--- src/verilog/scan_port_defines.svh ---
// Constants of the boundary scan test port: codes, widths, cell layout, id value.
// Assumes inclusion by bare name from the package and the design modules.
`ifndef SCAN_PORT_DEFINES_SVH
`define SCAN_PORT_DEFINES_SVH

`define IR_W 4
`define ID_W 32
`define INS_EXTEST 4'h0
`define INS_SAMPLE 4'h1
`define INS_IDCODE 4'h2
`define INS_CLAMP 4'h3
`define INS_HIGHZ 4'h4
`define INS_BYPASS 4'hf
`define IR_CAPTURE 4'h1

// Identification fields; version, part and maker values are arbitrary
`define ID_VERSION 4'h1
`define ID_PART 16'h5a5a
`define ID_MAKER 11'h2a5
`define ID_PRESENT 1'h1
`define ID_VALUE {`ID_VERSION, `ID_PART, `ID_MAKER, `ID_PRESENT}

// Boundary cells: functional inputs, functional outputs, one output enable cell
`define BND_IN_W 8
`define BND_OUT_W 8
`define BND_LEN 17
`define BND_OUT_LSB 8
`define BND_OUT_MSB 15
`define BND_OE_BIT 16

// Pin synchroniser: tck, tms, tdi, trst_n, then functional inputs
`define SYNC_W 12
`define TCK_PERIOD_NS 100

`endif

--- src/verilog/scan_port_pkg.sv ---
// Types shared by the boundary scan test port modules.
// Assumes scan_port_defines.svh is on the include path.
`include "scan_port_defines.svh"

package scan_port_pkg;

    typedef enum logic [3:0] {
        TAP_TLR = 4'h0,
        TAP_IDLE = 4'h1,
        TAP_SEL_DR = 4'h2,
        TAP_CAP_DR = 4'h3,
        TAP_SHIFT_DR = 4'h4,
        TAP_EXIT1_DR = 4'h5,
        TAP_PAUSE_DR = 4'h6,
        TAP_EXIT2_DR = 4'h7,
        TAP_UPD_DR = 4'h8,
        TAP_SEL_IR = 4'h9,
        TAP_CAP_IR = 4'ha,
        TAP_SHIFT_IR = 4'hb,
        TAP_EXIT1_IR = 4'hc,
        TAP_PAUSE_IR = 4'hd,
        TAP_EXIT2_IR = 4'he,
        TAP_UPD_IR = 4'hf
    } tap_t;

    typedef struct packed {
        logic [`SYNC_W-1:0] s1;
        logic [`SYNC_W-1:0] s2;
    } sync_state_t;

    typedef struct packed {
        logic [`BND_LEN-1:0] sr;
        logic [`BND_LEN-1:0] upd;
    } chain_state_t;

    typedef struct packed {
        tap_t state;
        logic [`IR_W-1:0] ir_sr;
        logic [`IR_W-1:0] ir;
        logic byp;
        logic [`ID_W-1:0] id_sr;
        logic tck_prev;
        logic tdo;
        logic tdo_oe;
        logic [`BND_OUT_W-1:0] pin_out;
        logic pin_oe;
    } port_state_t;

endpackage
--- src/verilog/boundary_chain.sv ---
// Boundary cells: capture/shift register and update register.
// Assumes one-cycle capture, shift and update enables from the port controller.
`timescale 1ns/1ps
`include "scan_port_defines.svh"
module boundary_chain (
    input wire logic ref_clk, // System clock
    input wire logic reset, // Asynchronous reset, active high
    input wire logic cap_en, // Load parallel values into the cells
    input wire logic shift_en, // Shift one cell toward ser_out
    input wire logic upd_en, // Copy shift cells to update cells
    input wire logic ser_in, // Serial data in
    input wire logic [`BND_LEN-1:0] par_in, // Values seen at the pins
    output logic ser_out, // Serial data out
    output logic [`BND_LEN-1:0] upd_out // Update cells
);
    import scan_port_pkg::*;

    scan_port_pkg::chain_state_t st_ff, nxt_st;

    always_comb begin
        nxt_st = st_ff;
        if (cap_en) begin
            nxt_st.sr = par_in;
        end else if (shift_en) begin
            nxt_st.sr = {ser_in, st_ff.sr[`BND_LEN-1:1]};
        end
        if (upd_en) begin
            nxt_st.upd = st_ff.sr;
        end
    end

    always_ff @(posedge ref_clk or posedge reset) begin
        if (reset) begin
            st_ff <= '0;
        end else begin
            st_ff <= nxt_st;
        end
    end

    assign ser_out = st_ff.sr[0];
    assign upd_out = st_ff.upd;
endmodule

--- src/verilog/pin_sync.sv ---
// Two-flop synchroniser for the test pins and functional inputs.
// Assumes all inputs are asynchronous to ref_clk.
`timescale 1ns/1ps
`include "scan_port_defines.svh"
module pin_sync (
    input wire logic ref_clk, // System clock
    input wire logic reset, // Asynchronous reset, active high
    input wire logic [`SYNC_W-1:0] d_in, // Asynchronous inputs
    output logic [`SYNC_W-1:0] d_out // Synchronised inputs
);
    import scan_port_pkg::*;

    scan_port_pkg::sync_state_t st_ff, nxt_st;

    always_comb begin
        nxt_st = st_ff;
        nxt_st.s1 = d_in;
        nxt_st.s2 = st_ff.s1;
    end

    always_ff @(posedge ref_clk or posedge reset) begin
        if (reset) begin
            st_ff <= '0;
        end else begin
            st_ff <= nxt_st;
        end
    end

    assign d_out = st_ff.s2;
endmodule

--- src/verilog/scan_port.sv ---
// Boundary scan test access port: controller, instruction, bypass, id and chain.
// Assumes test pins arrive asynchronously; tck is sampled by ref_clk.
`timescale 1ns/1ps
`include "scan_port_defines.svh"
module scan_port (
    input wire logic ref_clk, // System clock, 200 MHz
    input wire logic reset, // Asynchronous reset, active high
    input wire logic tck, // Test clock pin
    input wire logic tms, // Test mode select pin
    input wire logic tdi, // Test data in pin
    input wire logic trst_n, // Test reset pin, active low
    output logic tdo, // Test data out
    output logic tdo_oe, // Test data out enable
    input wire logic [`BND_IN_W-1:0] pin_in, // Functional input pins
    output logic [`BND_IN_W-1:0] core_in, // Functional inputs to the core
    input wire logic [`BND_OUT_W-1:0] core_out, // Functional outputs from the core
    input wire logic core_oe, // Output enable from the core
    output logic [`BND_OUT_W-1:0] pin_out, // Functional output pins
    output logic pin_oe // Functional output pin enable
);
    import scan_port_pkg::*;

    scan_port_pkg::port_state_t st_ff, nxt_st;
    logic [`SYNC_W-1:0] sync_out;
    logic tck_s, tms_s, tdi_s, trst_n_s;
    logic [`BND_IN_W-1:0] pin_in_s;
    logic tck_rise, tck_fall;
    logic bnd_sel, bnd_ser, bnd_cap, bnd_shift, bnd_upd;
    logic [`BND_LEN-1:0] bnd_par, bnd_cells;
    logic dr_out;

    function automatic tap_t next_tap(input tap_t s, input logic m);
        case (s)
            TAP_TLR: next_tap = m ? TAP_TLR : TAP_IDLE;
            TAP_IDLE: next_tap = m ? TAP_SEL_DR : TAP_IDLE;
            TAP_SEL_DR: next_tap = m ? TAP_SEL_IR : TAP_CAP_DR;
            TAP_CAP_DR: next_tap = m ? TAP_EXIT1_DR : TAP_SHIFT_DR;
            TAP_SHIFT_DR: next_tap = m ? TAP_EXIT1_DR : TAP_SHIFT_DR;
            TAP_EXIT1_DR: next_tap = m ? TAP_UPD_DR : TAP_PAUSE_DR;
            TAP_PAUSE_DR: next_tap = m ? TAP_EXIT2_DR : TAP_PAUSE_DR;
            TAP_EXIT2_DR: next_tap = m ? TAP_UPD_DR : TAP_SHIFT_DR;
            TAP_UPD_DR: next_tap = m ? TAP_SEL_DR : TAP_IDLE;
            TAP_SEL_IR: next_tap = m ? TAP_TLR : TAP_CAP_IR;
            TAP_CAP_IR: next_tap = m ? TAP_EXIT1_IR : TAP_SHIFT_IR;
            TAP_SHIFT_IR: next_tap = m ? TAP_EXIT1_IR : TAP_SHIFT_IR;
            TAP_EXIT1_IR: next_tap = m ? TAP_UPD_IR : TAP_PAUSE_IR;
            TAP_PAUSE_IR: next_tap = m ? TAP_EXIT2_IR : TAP_PAUSE_IR;
            TAP_EXIT2_IR: next_tap = m ? TAP_UPD_IR : TAP_SHIFT_IR;
            TAP_UPD_IR: next_tap = m ? TAP_SEL_DR : TAP_IDLE;
            default: next_tap = TAP_TLR;
        endcase
    endfunction

    // Instructions whose update cells drive the functional pins
    function automatic logic cells_drive(input logic [`IR_W-1:0] ins);
        cells_drive = (ins == `INS_EXTEST) || (ins == `INS_CLAMP);
    endfunction

    // Instructions that put the boundary chain in the serial path
    function automatic logic chain_path(input logic [`IR_W-1:0] ins);
        chain_path = (ins == `INS_EXTEST) || (ins == `INS_SAMPLE);
    endfunction

    pin_sync u_sync (
        .ref_clk(ref_clk),
        .reset(reset),
        .d_in({pin_in, trst_n, tdi, tms, tck}),
        .d_out(sync_out)
    );

    assign tck_s = sync_out[0];
    assign tms_s = sync_out[1];
    assign tdi_s = sync_out[2];
    assign trst_n_s = sync_out[3];
    assign pin_in_s = sync_out[`SYNC_W-1:4];
    assign core_in = pin_in;

    assign tck_rise = tck_s & ~st_ff.tck_prev;
    assign tck_fall = ~tck_s & st_ff.tck_prev;

    // Chain sees every functional input and output, test pins excluded
    assign bnd_par = {st_ff.pin_oe, st_ff.pin_out, pin_in_s};
    assign bnd_sel = chain_path(st_ff.ir);
    assign bnd_cap = tck_rise && (st_ff.state == TAP_CAP_DR) && bnd_sel;
    assign bnd_shift = tck_rise && (st_ff.state == TAP_SHIFT_DR) && bnd_sel;
    assign bnd_upd = tck_fall && (st_ff.state == TAP_UPD_DR) && bnd_sel;

    boundary_chain u_chain (
        .ref_clk(ref_clk),
        .reset(reset),
        .cap_en(bnd_cap),
        .shift_en(bnd_shift),
        .upd_en(bnd_upd),
        .ser_in(tdi_s),
        .par_in(bnd_par),
        .ser_out(bnd_ser),
        .upd_out(bnd_cells)
    );

    // Serial path select; reserved codes fall back to the bypass bit
    always_comb begin
        if (bnd_sel) begin
            dr_out = bnd_ser;
        end else if (st_ff.ir == `INS_IDCODE) begin
            dr_out = st_ff.id_sr[0];
        end else begin
            dr_out = st_ff.byp;
        end
    end

    always_comb begin
        nxt_st = st_ff;
        nxt_st.tck_prev = tck_s;
        if (tck_rise) begin
            nxt_st.state = next_tap(st_ff.state, tms_s);
            case (st_ff.state)
                TAP_CAP_IR: begin
                    nxt_st.ir_sr = `IR_CAPTURE;
                end
                TAP_SHIFT_IR: begin
                    nxt_st.ir_sr = {tdi_s, st_ff.ir_sr[`IR_W-1:1]};
                end
                TAP_CAP_DR: begin
                    nxt_st.byp = 1'b0;
                    if (st_ff.ir == `INS_IDCODE) begin
                        nxt_st.id_sr = `ID_VALUE;
                    end
                end
                TAP_SHIFT_DR: begin
                    nxt_st.byp = tdi_s;
                    nxt_st.id_sr = {tdi_s, st_ff.id_sr[`ID_W-1:1]};
                end
                default: begin
                end
            endcase
        end
        if (tck_fall) begin
            nxt_st.tdo_oe = (st_ff.state == TAP_SHIFT_IR) || (st_ff.state == TAP_SHIFT_DR);
            if (st_ff.state == TAP_SHIFT_IR) begin
                nxt_st.tdo = st_ff.ir_sr[0];
            end else if (st_ff.state == TAP_SHIFT_DR) begin
                nxt_st.tdo = dr_out;
            end
            if (st_ff.state == TAP_UPD_IR) begin
                nxt_st.ir = st_ff.ir_sr;
            end
        end
        if (!trst_n_s) begin
            nxt_st.state = TAP_TLR;
        end
        if (st_ff.state == TAP_TLR) begin
            nxt_st.ir = `INS_IDCODE;
        end
        // Pin drive: highz wins, then boundary cells, else the core
        if (st_ff.ir == `INS_HIGHZ) begin
            nxt_st.pin_out = core_out;
            nxt_st.pin_oe = 1'b0;
        end else if (cells_drive(st_ff.ir)) begin
            nxt_st.pin_out = bnd_cells[`BND_OUT_MSB:`BND_OUT_LSB];
            nxt_st.pin_oe = bnd_cells[`BND_OE_BIT];
        end else begin
            nxt_st.pin_out = core_out;
            nxt_st.pin_oe = core_oe;
        end
    end

    always_ff @(posedge ref_clk or posedge reset) begin
        if (reset) begin
            st_ff.state <= TAP_TLR;
            st_ff.ir_sr <= `IR_CAPTURE;
            st_ff.ir <= `INS_IDCODE;
            st_ff.byp <= 1'b0;
            st_ff.id_sr <= '0;
            st_ff.tck_prev <= 1'b0;
            st_ff.tdo <= 1'b0;
            st_ff.tdo_oe <= 1'b0;
            st_ff.pin_out <= '0;
            st_ff.pin_oe <= 1'b0;
        end else begin
            st_ff <= nxt_st;
        end
    end

    assign tdo = st_ff.tdo;
    assign tdo_oe = st_ff.tdo_oe;
    assign pin_out = st_ff.pin_out;
    assign pin_oe = st_ff.pin_oe;

    // Helper: rising tck edges seen with tms high in a row, saturating
    logic [2:0] tms_run_ff;
    always_ff @(posedge ref_clk or posedge reset) begin
        if (reset) begin
            tms_run_ff <= 3'h0;
        end else if (tck_rise) begin
            if (!tms_s) begin
                tms_run_ff <= 3'h0;
            end else if (tms_run_ff != 3'h7) begin
                tms_run_ff <= tms_run_ff + 3'h1;
            end
        end
    end
endmodule

--- config.mk ---
export PLATFORM = sky130hd
export DESIGN_NAME = scan_port
export DESIGN_NICKNAME = d
export VERILOG_FILES = /design/src/verilog/scan_port_pkg.sv /design/src/verilog/boundary_chain.sv /design/src/verilog/pin_sync.sv /design/src/verilog/scan_port.sv
export VERILOG_INCLUDE_DIRS = /design/src /design/src/verilog
export SDC_FILE = /design/constraint.sdc
export NUM_CORES = 1
export LEC_CHECK = 0
export ABC_AREA = 1
export BUFFER_PORTS_ARGS = -buffer_cell sky130_fd_sc_hd__buf_2
export CORE_UTILIZATION = 50
export DETAILED_ROUTE_END_ITERATION = 16
export PLACE_DENSITY = 0.79
export SLEW_MARGIN = 30
export SYNTH_ARGS = -nofsm -noshare
export SYNTH_HDL_FRONTEND = slang
export SYNTH_SLANG_ARGS = --single-unit
export TNS_END_PERCENT = 10
--- constraint.sdc ---
create_clock -name ref_clk -period 8.1 [get_ports ref_clk]
set_clock_uncertainty 0.15 [all_clocks]
set_input_delay 0.81 -clock ref_clk [delete_from_list [all_inputs] [get_ports ref_clk]]
set_output_delay 0.81 -clock ref_clk [all_outputs]
set_load 0.01 [all_outputs]
After elaboration in Yosys (flattened, before gate mapping)
Index checks and enable logic that the tools add are counted.

operators by class
  eq/ne operators = 21
  mux-type cells = 29
  bitwise gates (word level) = 4
  reductions and logical operators = 25

operators with widths
  kind                number
  $pmux 33 s2         1
  $pmux 4 s12         1
  $mux 17             2
  $eq 4x4->1 const B  8
  $mux 32             1
  $mux 4              8
  $eq 4x3->1 const B  5
  $mux 9              2
  $eq 4x2->1 const B  4
  $reduce_bool 2->1   6
  $eq 4x1->1 const B  2
  $logic_not 4->1     2
  $mux 8              1
  $pmux 4 s2          1
  $reduce_and 2->1    4
  $mux 1              7
  $logic_and 1x1->1   6
  $mux 2              3
  $mux 3              2
  $reduce_or 2->1     2
  $logic_or 1x1->1    3
  $reduce_and 3->1    1
  $reduce_or 3->1     1
  $and 1x1->1         2
  other kinds (3)     4

storage, ports and cells
  bits in registers = 115
  input bits = 23
  output and inout bits = 19
  logic and storage cells = 93

Longest topological paths before layout
Gate-level depths: netlist (run 1).

  depth after elaboration = 6
  gate-level depth with buffers = 11
  mapped depth without buffers = 9

Hierarchy
From an unflattened synthesis (run 1), not the netlist that was laid out.

unflattened totals
  cells, all modules = 536
  area, all modules = 4948.5 um2

by module, submodules not included
  module          instances  cells each  area an instance (um2)  sequential area each (um2)
  scan_port       1          329         2748.9                  1428.9
  boundary_chain  1          182         1595.3                  850.8
  pin_sync        1          25          604.3                   600.6

Least setup slack after synthesis (run 1)
Ideal clock, no wire load.

  path kind = in2out
  start point = input port pin_in[0]
  end point = output port core_in[0]
  arrival time = 929 ps
  data required time = 7140 ps
  path slack = 6211 ps
  stages = 1
  buffers on the path = 1
  cells stage by stage = buf_4

RTL lines
  element          line             RTL
  start, declared  scan_port.sv:14  input wire logic [`BND_IN_W-1:0] pin_in,
  end, declared    scan_port.sv:15  output logic [`BND_IN_W-1:0] core_in,

No word-level cell between the ends.

Worst setup path after layout (run 1)
  start point = register st_ff[53] in the netlist's numbering
  end point = register st_ff[25] in the netlist's numbering

on the way
  word-level cells in the longest chain between the ends = 3
  elaborated cells on any way between the ends = 6
  classes of those cells = eq/ne: 3; mux: 1; reduce/logical: 2

ends and longest elaborated chain
  element                                                    line              RTL
  start, declared                                            scan_port.sv:23   scan_port_pkg::port_state_t st_ff, nxt_st;
  start signal, assigned                                     scan_port.sv:180  st_ff <= nxt_st;
  $eq 4x2->1 or $eq 4x3->1 (tied branches)                   scan_port.sv:116  case (st_ff.state)
  $ne 2x1->1 (no line) or $reduce_bool 2->1 (tied branches)  n/a
  $reduce_and 3->1 (no line)                                 n/a

Several ways; a longest one is shown, not always the timed one.
A chain may end at the register's enable or synchronous reset.

==> reports/results.txt, run 1 <==
Outcome - finished clean
Fraction of registers with async set/reset - 100%
Initial antenna violation count - 0
Setup WS pre-CTS - 5.81 ns
Number of global-route vias before repair - 3264
Crit path launch type - flip-flop
FF+latch count, synth - 107
Critical path peak fanout - 34
Initial Utilization - 51.5%
Fmax - 442 MHz
Pwr dens - 187 nW/um^2
Die Ht - 99.3 um
Most frequent cells in the layout - nand2_1, dfrtp_1, o21ai_0
RSZ-0062 raised after global routing - false
Leak - 0.00268 uW
Htree depth - 3
Layout cells sized above 1 - 15.3%
Netlist cell types - 33
Post-synth net total - 557
Pins Over Slew Limit - 0
CP Cell Sequence - nor2_8 > nand2_4 > nand2_4 > nand2_4 > nor2_4 > o21ai_0 > nand2_1
Worst slew pin tran - 0.790 ns
Setup_tns - 0 ns
Max_slew headroom - 47.3%
Total Wirelength - 8400 um
Cell repeated most along the worst path - nand2_4
CP max stage delay - 0.54 ns
Antenna cell count - 0
IO Count - 42
Crit path DAT - 2.42 ns
Worst Hold Class - flip-flop to flip-flop
Die ar. - 9860 um^2
Tightest hold margin - 0.206 ns
Crit end category - flip-flop
Global-route wire length before repair - 14600 um
Critical Path RT - 8.26 ns
Reg clk slew, reported paths - 0.10 ns
CTS Buf Count - 9
Final hold violation count - 0
Post-Syn Area - 4740 um^2
Starting DRT DRC Count - 164
Max VDD drop - 0.129 mV
Synth Area in Compound Gates - 12.0%
Vias per std cell - 5.19
Slowest-stage cell, CP - dfrtp_1
Die X - 99.3 um
Layout Nets - 575
Max-cap violations - 0
Number of synthesis warnings - 0
Clk sinks - 107
TritonRoute pass-1 iters - 5
Adder-cell share of the synthesized area - 0%
Vias - 3466
Wire per inst - 12.6 um
GRT Total Usage - 18.7%
Pin count of the biggest net entering global routing - 66
Routed Antenna Nets - 0
Worst skew pair latency - 0.37 ns
Cells after Synth - 534
Synthesis-to-layout area growth - 6.84%
Multiplexer area fraction after synthesis - 0%
Fin worst setup slack - 5.84 ns
Synth Area in Simple Gates - 21.2%
Commonest non-fill, non-tap cell in the layout - nand2_1
Port Buf Inserts - 41
Sequential area share after synthesis - 56.6%
Hold buffer count at cts - 0
Setup bufs post-CTS - 0
# rows - 35
DRC errors left - 0
HPWL after detailed placement - 5560 um
Fin crit period - 2.26 ns
Post-synth EDFFs - 0
Root Buffer - clkbuf_8
Top FF cell, synth - dfrtp_1
CTS tree - built
Final setup viols - 0
Routability Congestion - 0.826
CTS Buffer Depth - 2
Largest family of logic cells by synthesized area - simple AND/OR/NAND/NOR gates
XOR/XNOR Fraction of Synth Area - 0%
Core area - 9200 um^2
CP Class - flip-flop to flip-flop
Post-cts sizing count - 0
Avg Cell Area, Syn - 8.87 um^2
GRT overflow - 0
Final period util - 27.9%
Layout Utilization - 55.0%
Post-layout power - 944 uW
## cell families (layout without fill, tap and decap cells)
kind of cell | after synthesis | after routing
compound gates | 108 | 108
buf+inv | 95 | 118
simple gates | 224 | 224
flops | 107 | 107
## per-stage QoR
step / instance area, um^2 / instances
floorplan: 4740 / 534
global placement: 4840 / 652
detailed placement: 4840 / 652
CTS: 5060 / 668
global route: 5060 / 668
finish: 5060 / 668
## state kept, by name (all words and copies together) (netlist names)
name             cells
pin_oe               1
pin_out              8
st_ff               46
tdo                  1
tdo_oe               1
u_chain.ser_out      1
u_chain.st_ff       16
u_chain.upd_out      9
u_sync.d_out        12
u_sync.nxt_st       12
## layout make-up
cell class | instances | area (um^2)
tap | 111 | 139
sequential | 107 | 2680
multi-input combinational | 332 | 1570
timing repair buffer | 42 | 213
fill | 820 | 4140
clock buffer | 11 | 151
clock inverter | 5 | 67.6
inverter | 60 | 236
## synthesized netlist by cell type (4+ instances only)
master    instances  area share [%]
nand2_1         163              13
dfrtp_1         105              55
o21ai_0          63             6.7
inv_1            54             4.3
o21ai_1          32             3.4
nand3_1          24             2.5
buf_4            21             3.3
nor2_1           17             1.3
a21oi_1           5            0.53
clkbuf_1          5            0.40
nand2_4           5             1.2
nor2_4            4            0.95
o22ai_1           4            0.53
## per-layer routing
| metal | GRT usage [%] | vias to the layer above | part of all wire (%) |
|---|---|---|---|
| met1 | 23.7 | 1648 | 46 |
| met3 | 4.78 | 11 | 4.6 |
| li1 | - | 1713 | - |
| met4 | 5.54 | 0 | 1.1 |
| met2 | 31.6 | 94 | 48 |
| met5 | 0 | - | 0 |
## worst max-delay path: cells and delay by family (launching register included)
kind            cells  cell delay (ns)
compound gates      1             0.18
simple gates        6             1.31
flops               1             0.54
## worst paths after layout
check | start | end | slack (ns) | cells past startpoint
worst min register to register | u_sync.nxt_st[2] | u_sync.d_out[2] | 0.21 | 0
min in group asynchronous | reset | u_sync.nxt_st[8] | 0.32 | 2
worst max-delay path | st_ff[53] | st_ff[25] | 5.84 | 7
worst min-delay path | u_sync.nxt_st[2] | u_sync.d_out[2] | 0.21 | 0
max in group asynchronous | reset | st_ff[55] | 6.28 | 3
worst max register to register | st_ff[53] | st_ff[25] | 5.84 | 7
## power breakdown
part           total (uW)  leakage, uW  internal, uW  switching (uW)
Combinational        46.3      0.00116          14.5            31.8
Clock                 346     0.000112           164             182
Sequential            552      0.00141           545            6.34
Total                 944      0.00268           724             220
No activity file was read; power rests on OpenSTA's default activity.
==> inputs of run 2 (changes only) <==
--- a/config.mk
+++ b/config.mk
@@ -10,7 +10,7 @@
 export BUFFER_PORTS_ARGS = -buffer_cell sky130_fd_sc_hd__buf_2
 export CORE_UTILIZATION = 50
 export DETAILED_ROUTE_END_ITERATION = 16
-export PLACE_DENSITY = 0.79
+export PLACE_DENSITY = 0.81
 export SLEW_MARGIN = 30
 export SYNTH_ARGS = -nofsm -noshare
 export SYNTH_HDL_FRONTEND = slang
==> constraint.sdc (replaced) <==
create_clock -name ref_clk -period 1.89 [get_ports ref_clk]
set_clock_uncertainty 0.15 [all_clocks]
set_input_delay 0.189 -clock ref_clk [delete_from_list [all_inputs] [get_ports ref_clk]]
set_output_delay 0.189 -clock ref_clk [all_outputs]
set_load 0.01 [all_outputs]
==> reports/results.txt, run 2 (synthesis results as in run 1) <==
Max FFs per register - 46 (unchanged)
# rows - 35 (unchanged)
Largest regs - st_ff (46), u_chain.st_ff (16) (unchanged)
Routability Congestion - 0.869 (was 0.826)
Crit path DAT - 1.86 ns (was 2.42 ns)
Vias - 3620 (was 3466)
Max_slew headroom - 66.5% (was 47.3%)
Core area - 9200 um^2 (unchanged)
HPWL after detailed placement - 5990 um (was 5560 um)
Htree depth - 3 (unchanged)
Layout Utilization - 58.9% (was 55.0%)
Critical Path RT - 1.99 ns (was 8.26 ns)
Reg clk slew, reported paths - 0.10 ns (about the same)
Die Ht - 99.3 um (unchanged)
Commonest non-fill, non-tap cell in the layout - nand2_1 (unchanged)
Tightest hold margin - 0.0487 ns (was 0.206 ns)
Cell repeated most along the worst path - nand2_4 (unchanged)
Sw frac - 22.3% (was 23.3%)
CTS Buf Count - 9 (unchanged)
CTS Buffer Depth - 2 (unchanged)
Die X - 99.3 um (unchanged)
TritonRoute pass-1 iters - 5 (unchanged)
Initial antenna violation count - 0 (unchanged)
Final setup viols - 0 (unchanged)
Fin crit period - 1.77 ns (was 2.26 ns)
IO Count - 42 (unchanged)
Cell Count Post-Placement - 665 (was 652)
Layout Cells excl Fill - 700 (was 668)
Leak - 0.00284 uW (was 0.00268 uW)
Fmax - 566 MHz (was 442 MHz)
Max-cap violations - 0 (unchanged)
Clk sinks - 107 (unchanged)
Worst slew pin tran - 0.499 ns (was 0.790 ns)
Root Buffer - clkbuf_8 (unchanged)
Most frequent cells in the layout - nand2_1, dfrtp_1, o21ai_0 (unchanged)
Psw - 908 uW (was 220 uW)
Number of global-route vias before repair - 3602 (was 3264)
Critical path peak fanout - 31 (was 34)
Initial Utilization - 51.5% (unchanged)
Wire per inst - 13.1 um (was 12.6 um)
CP delay by family, top - flip-flops (was simple AND/OR/NAND/NOR gates)
Fill cell count - 800 (was 820)
Routed Antenna Nets - 0 (unchanged)
CP max stage delay - 0.52 ns (was 0.54 ns)
Fin worst setup slack - 0.124 ns (was 5.84 ns)
Pin count of the biggest net entering global routing - 59 (was 66)
Starting DRT DRC Count - 186 (was 164)
Vias per std cell - 5.17 (was 5.19)
Final period util - 93.4% (was 27.9%)
Internal power - 3170 uW (was 724 uW)
CP Cell Sequence - inv_2 > nor2_4 > nand2_4 > nand2_4 > nand2_4 > buf_4 > o21ai_0 > nand2_1 (was nor2_8 > nand2_4 > nand2_4 > nand2_4 > nor2_4 > o21ai_0 > nand2_1)
GRT Total Usage - 20.6% (was 18.7%)
Layout Nets - 610 (was 575)
Slowest-stage cell, CP - dfrtp_1 (unchanged)
Outcome - finished clean (unchanged)
Logic gate share of total power - 6.2% (was 4.9%)
Max VDD drop - 0.555 mV (was 0.129 mV)
Post-layout power - 4080 uW (was 944 uW)
Final hold violation count - 0 (unchanged)
Die ar. - 9860 um^2 (unchanged)
DRC errors left - 0 (unchanged)
GRT overflow - 0 (unchanged)
Worst Hold Class - input pin to flip-flop (was flip-flop to flip-flop)
Total Wirelength - 9160 um (was 8400 um)
Port Buf Inserts - 41 (unchanged)
Worst skew pair latency - 0.36 ns (was 0.37 ns)
Pins Over Slew Limit - 0 (unchanged)
Setup WS pre-CTS - 0.0859 ns (was 5.81 ns)
CTS tree - built (unchanged)
CP Class - flip-flop to flip-flop (unchanged)
Clock share of power - 35.8% (was 36.7%)
Layout cells sized above 1 - 16.6% (was 15.3%)
Pwr dens - 753 nW/um^2 (was 187 nW/um^2)
Reg with most FFs - st_ff (unchanged)
Synthesis-to-layout area growth - 14.4% (was 6.84%)
Crit path buf inv count - 2 (was 0)
Global-route wire length before repair - 16200 um (was 14600 um)
Sequential fraction of design power - 58.0% (was 58.4%)
Crit path launch type - flip-flop (unchanged)
Crit end category - flip-flop (unchanged)
Antenna cell count - 0 (unchanged)
-- run 2: changes by cell type in the layout (fill, tap and decap cells not counted), sizes merged --
| cell | before | now |
|---|---|---|
| clkinvlp | 0 | 2 |
| clkbuf | 11 | 9 |
| dlygate4sd3 | 0 | 21 |
| buf | 42 | 56 |
| bufinv | 1 | 2 |
| inv | 60 | 58 |
| clkinv | 4 | 2 |
-- run 2: tightest hold or removal path, delay by kind of cell --
| family | cells | cell delay, ns |
|---|---|---|
| buffers and inverters | 1 | 0.09 |
| AOI/OAI and AO/OA | 2 | 0.23 |
-- run 2: final timing paths --
path / startpoint / to / slack (ns) / cells past startpoint
worst max-delay path: st_ff[55] / st_ff[38] / 0.12 / 8
worst min-delay path: core_oe / pin_oe / 0.05 / 3
worst max register to register: st_ff[55] / st_ff[38] / 0.12 / 8
worst min register to register: u_sync.nxt_st[9] / u_sync.d_out[9] / 0.20 / 0
max in group asynchronous: reset / st_ff[49] / 0.94 / 4
min in group asynchronous: reset / u_sync.nxt_st[4] / 0.12 / 3
-- run 2: power groups by stage --
stage | clock [uW] | combinational (uW) | sequential, uW
CTS | 1500 | 255 | 2360
finish | 1460 | 253 | 2360
global placement | 0 | 218 | 2410
detailed placement | 0 | 220 | 2410
global route | 1590 | 287 | 2370
floorplan | 0 | 161 | 2400
-- run 2: per-stage QoR --
stage / TNS (ns) / instance area [um^2]
2_1_floorplan: 0 / 4740
3_5_place_dp: 0 / 4980
6_report: 0 / 5420
4_1_cts: 0 / 5390
5_1_grt: -0.00257 / 5420
3_3_place_gp: 0 / 4980
-- run 2: cell type report --
cell class              instances  area (um^2)  share of cell area [%]
inverters                      60          238                    4.39
well taps                     111          139                    2.56
clock buffers                   9          124                    2.29
multi-input cells             332         1580                    29.2
repair buffers                 77          578                    10.7
flip-flops and latches        107         2680                    49.5
clock inverters                 4         76.3                    1.41
-- run 2: what timing repair did --
action | 4_1_cts | 5_1_grt
gates resized for setup | 0 | 3
hold buffers | 21 | 0
buffers inserted | 0 | 1
setup endpoints to repair | 0 | 18
hold endpoints to repair | 125 | 0
-- run 2: metal layers --
metal | routed length (um) | global-route usage (%)
met2 | 4460 | 33.5
met3 | 328 | 3.79
met1 | 4160 | 27.7
met4 | 208 | 7.69
met5 | 0 | 0
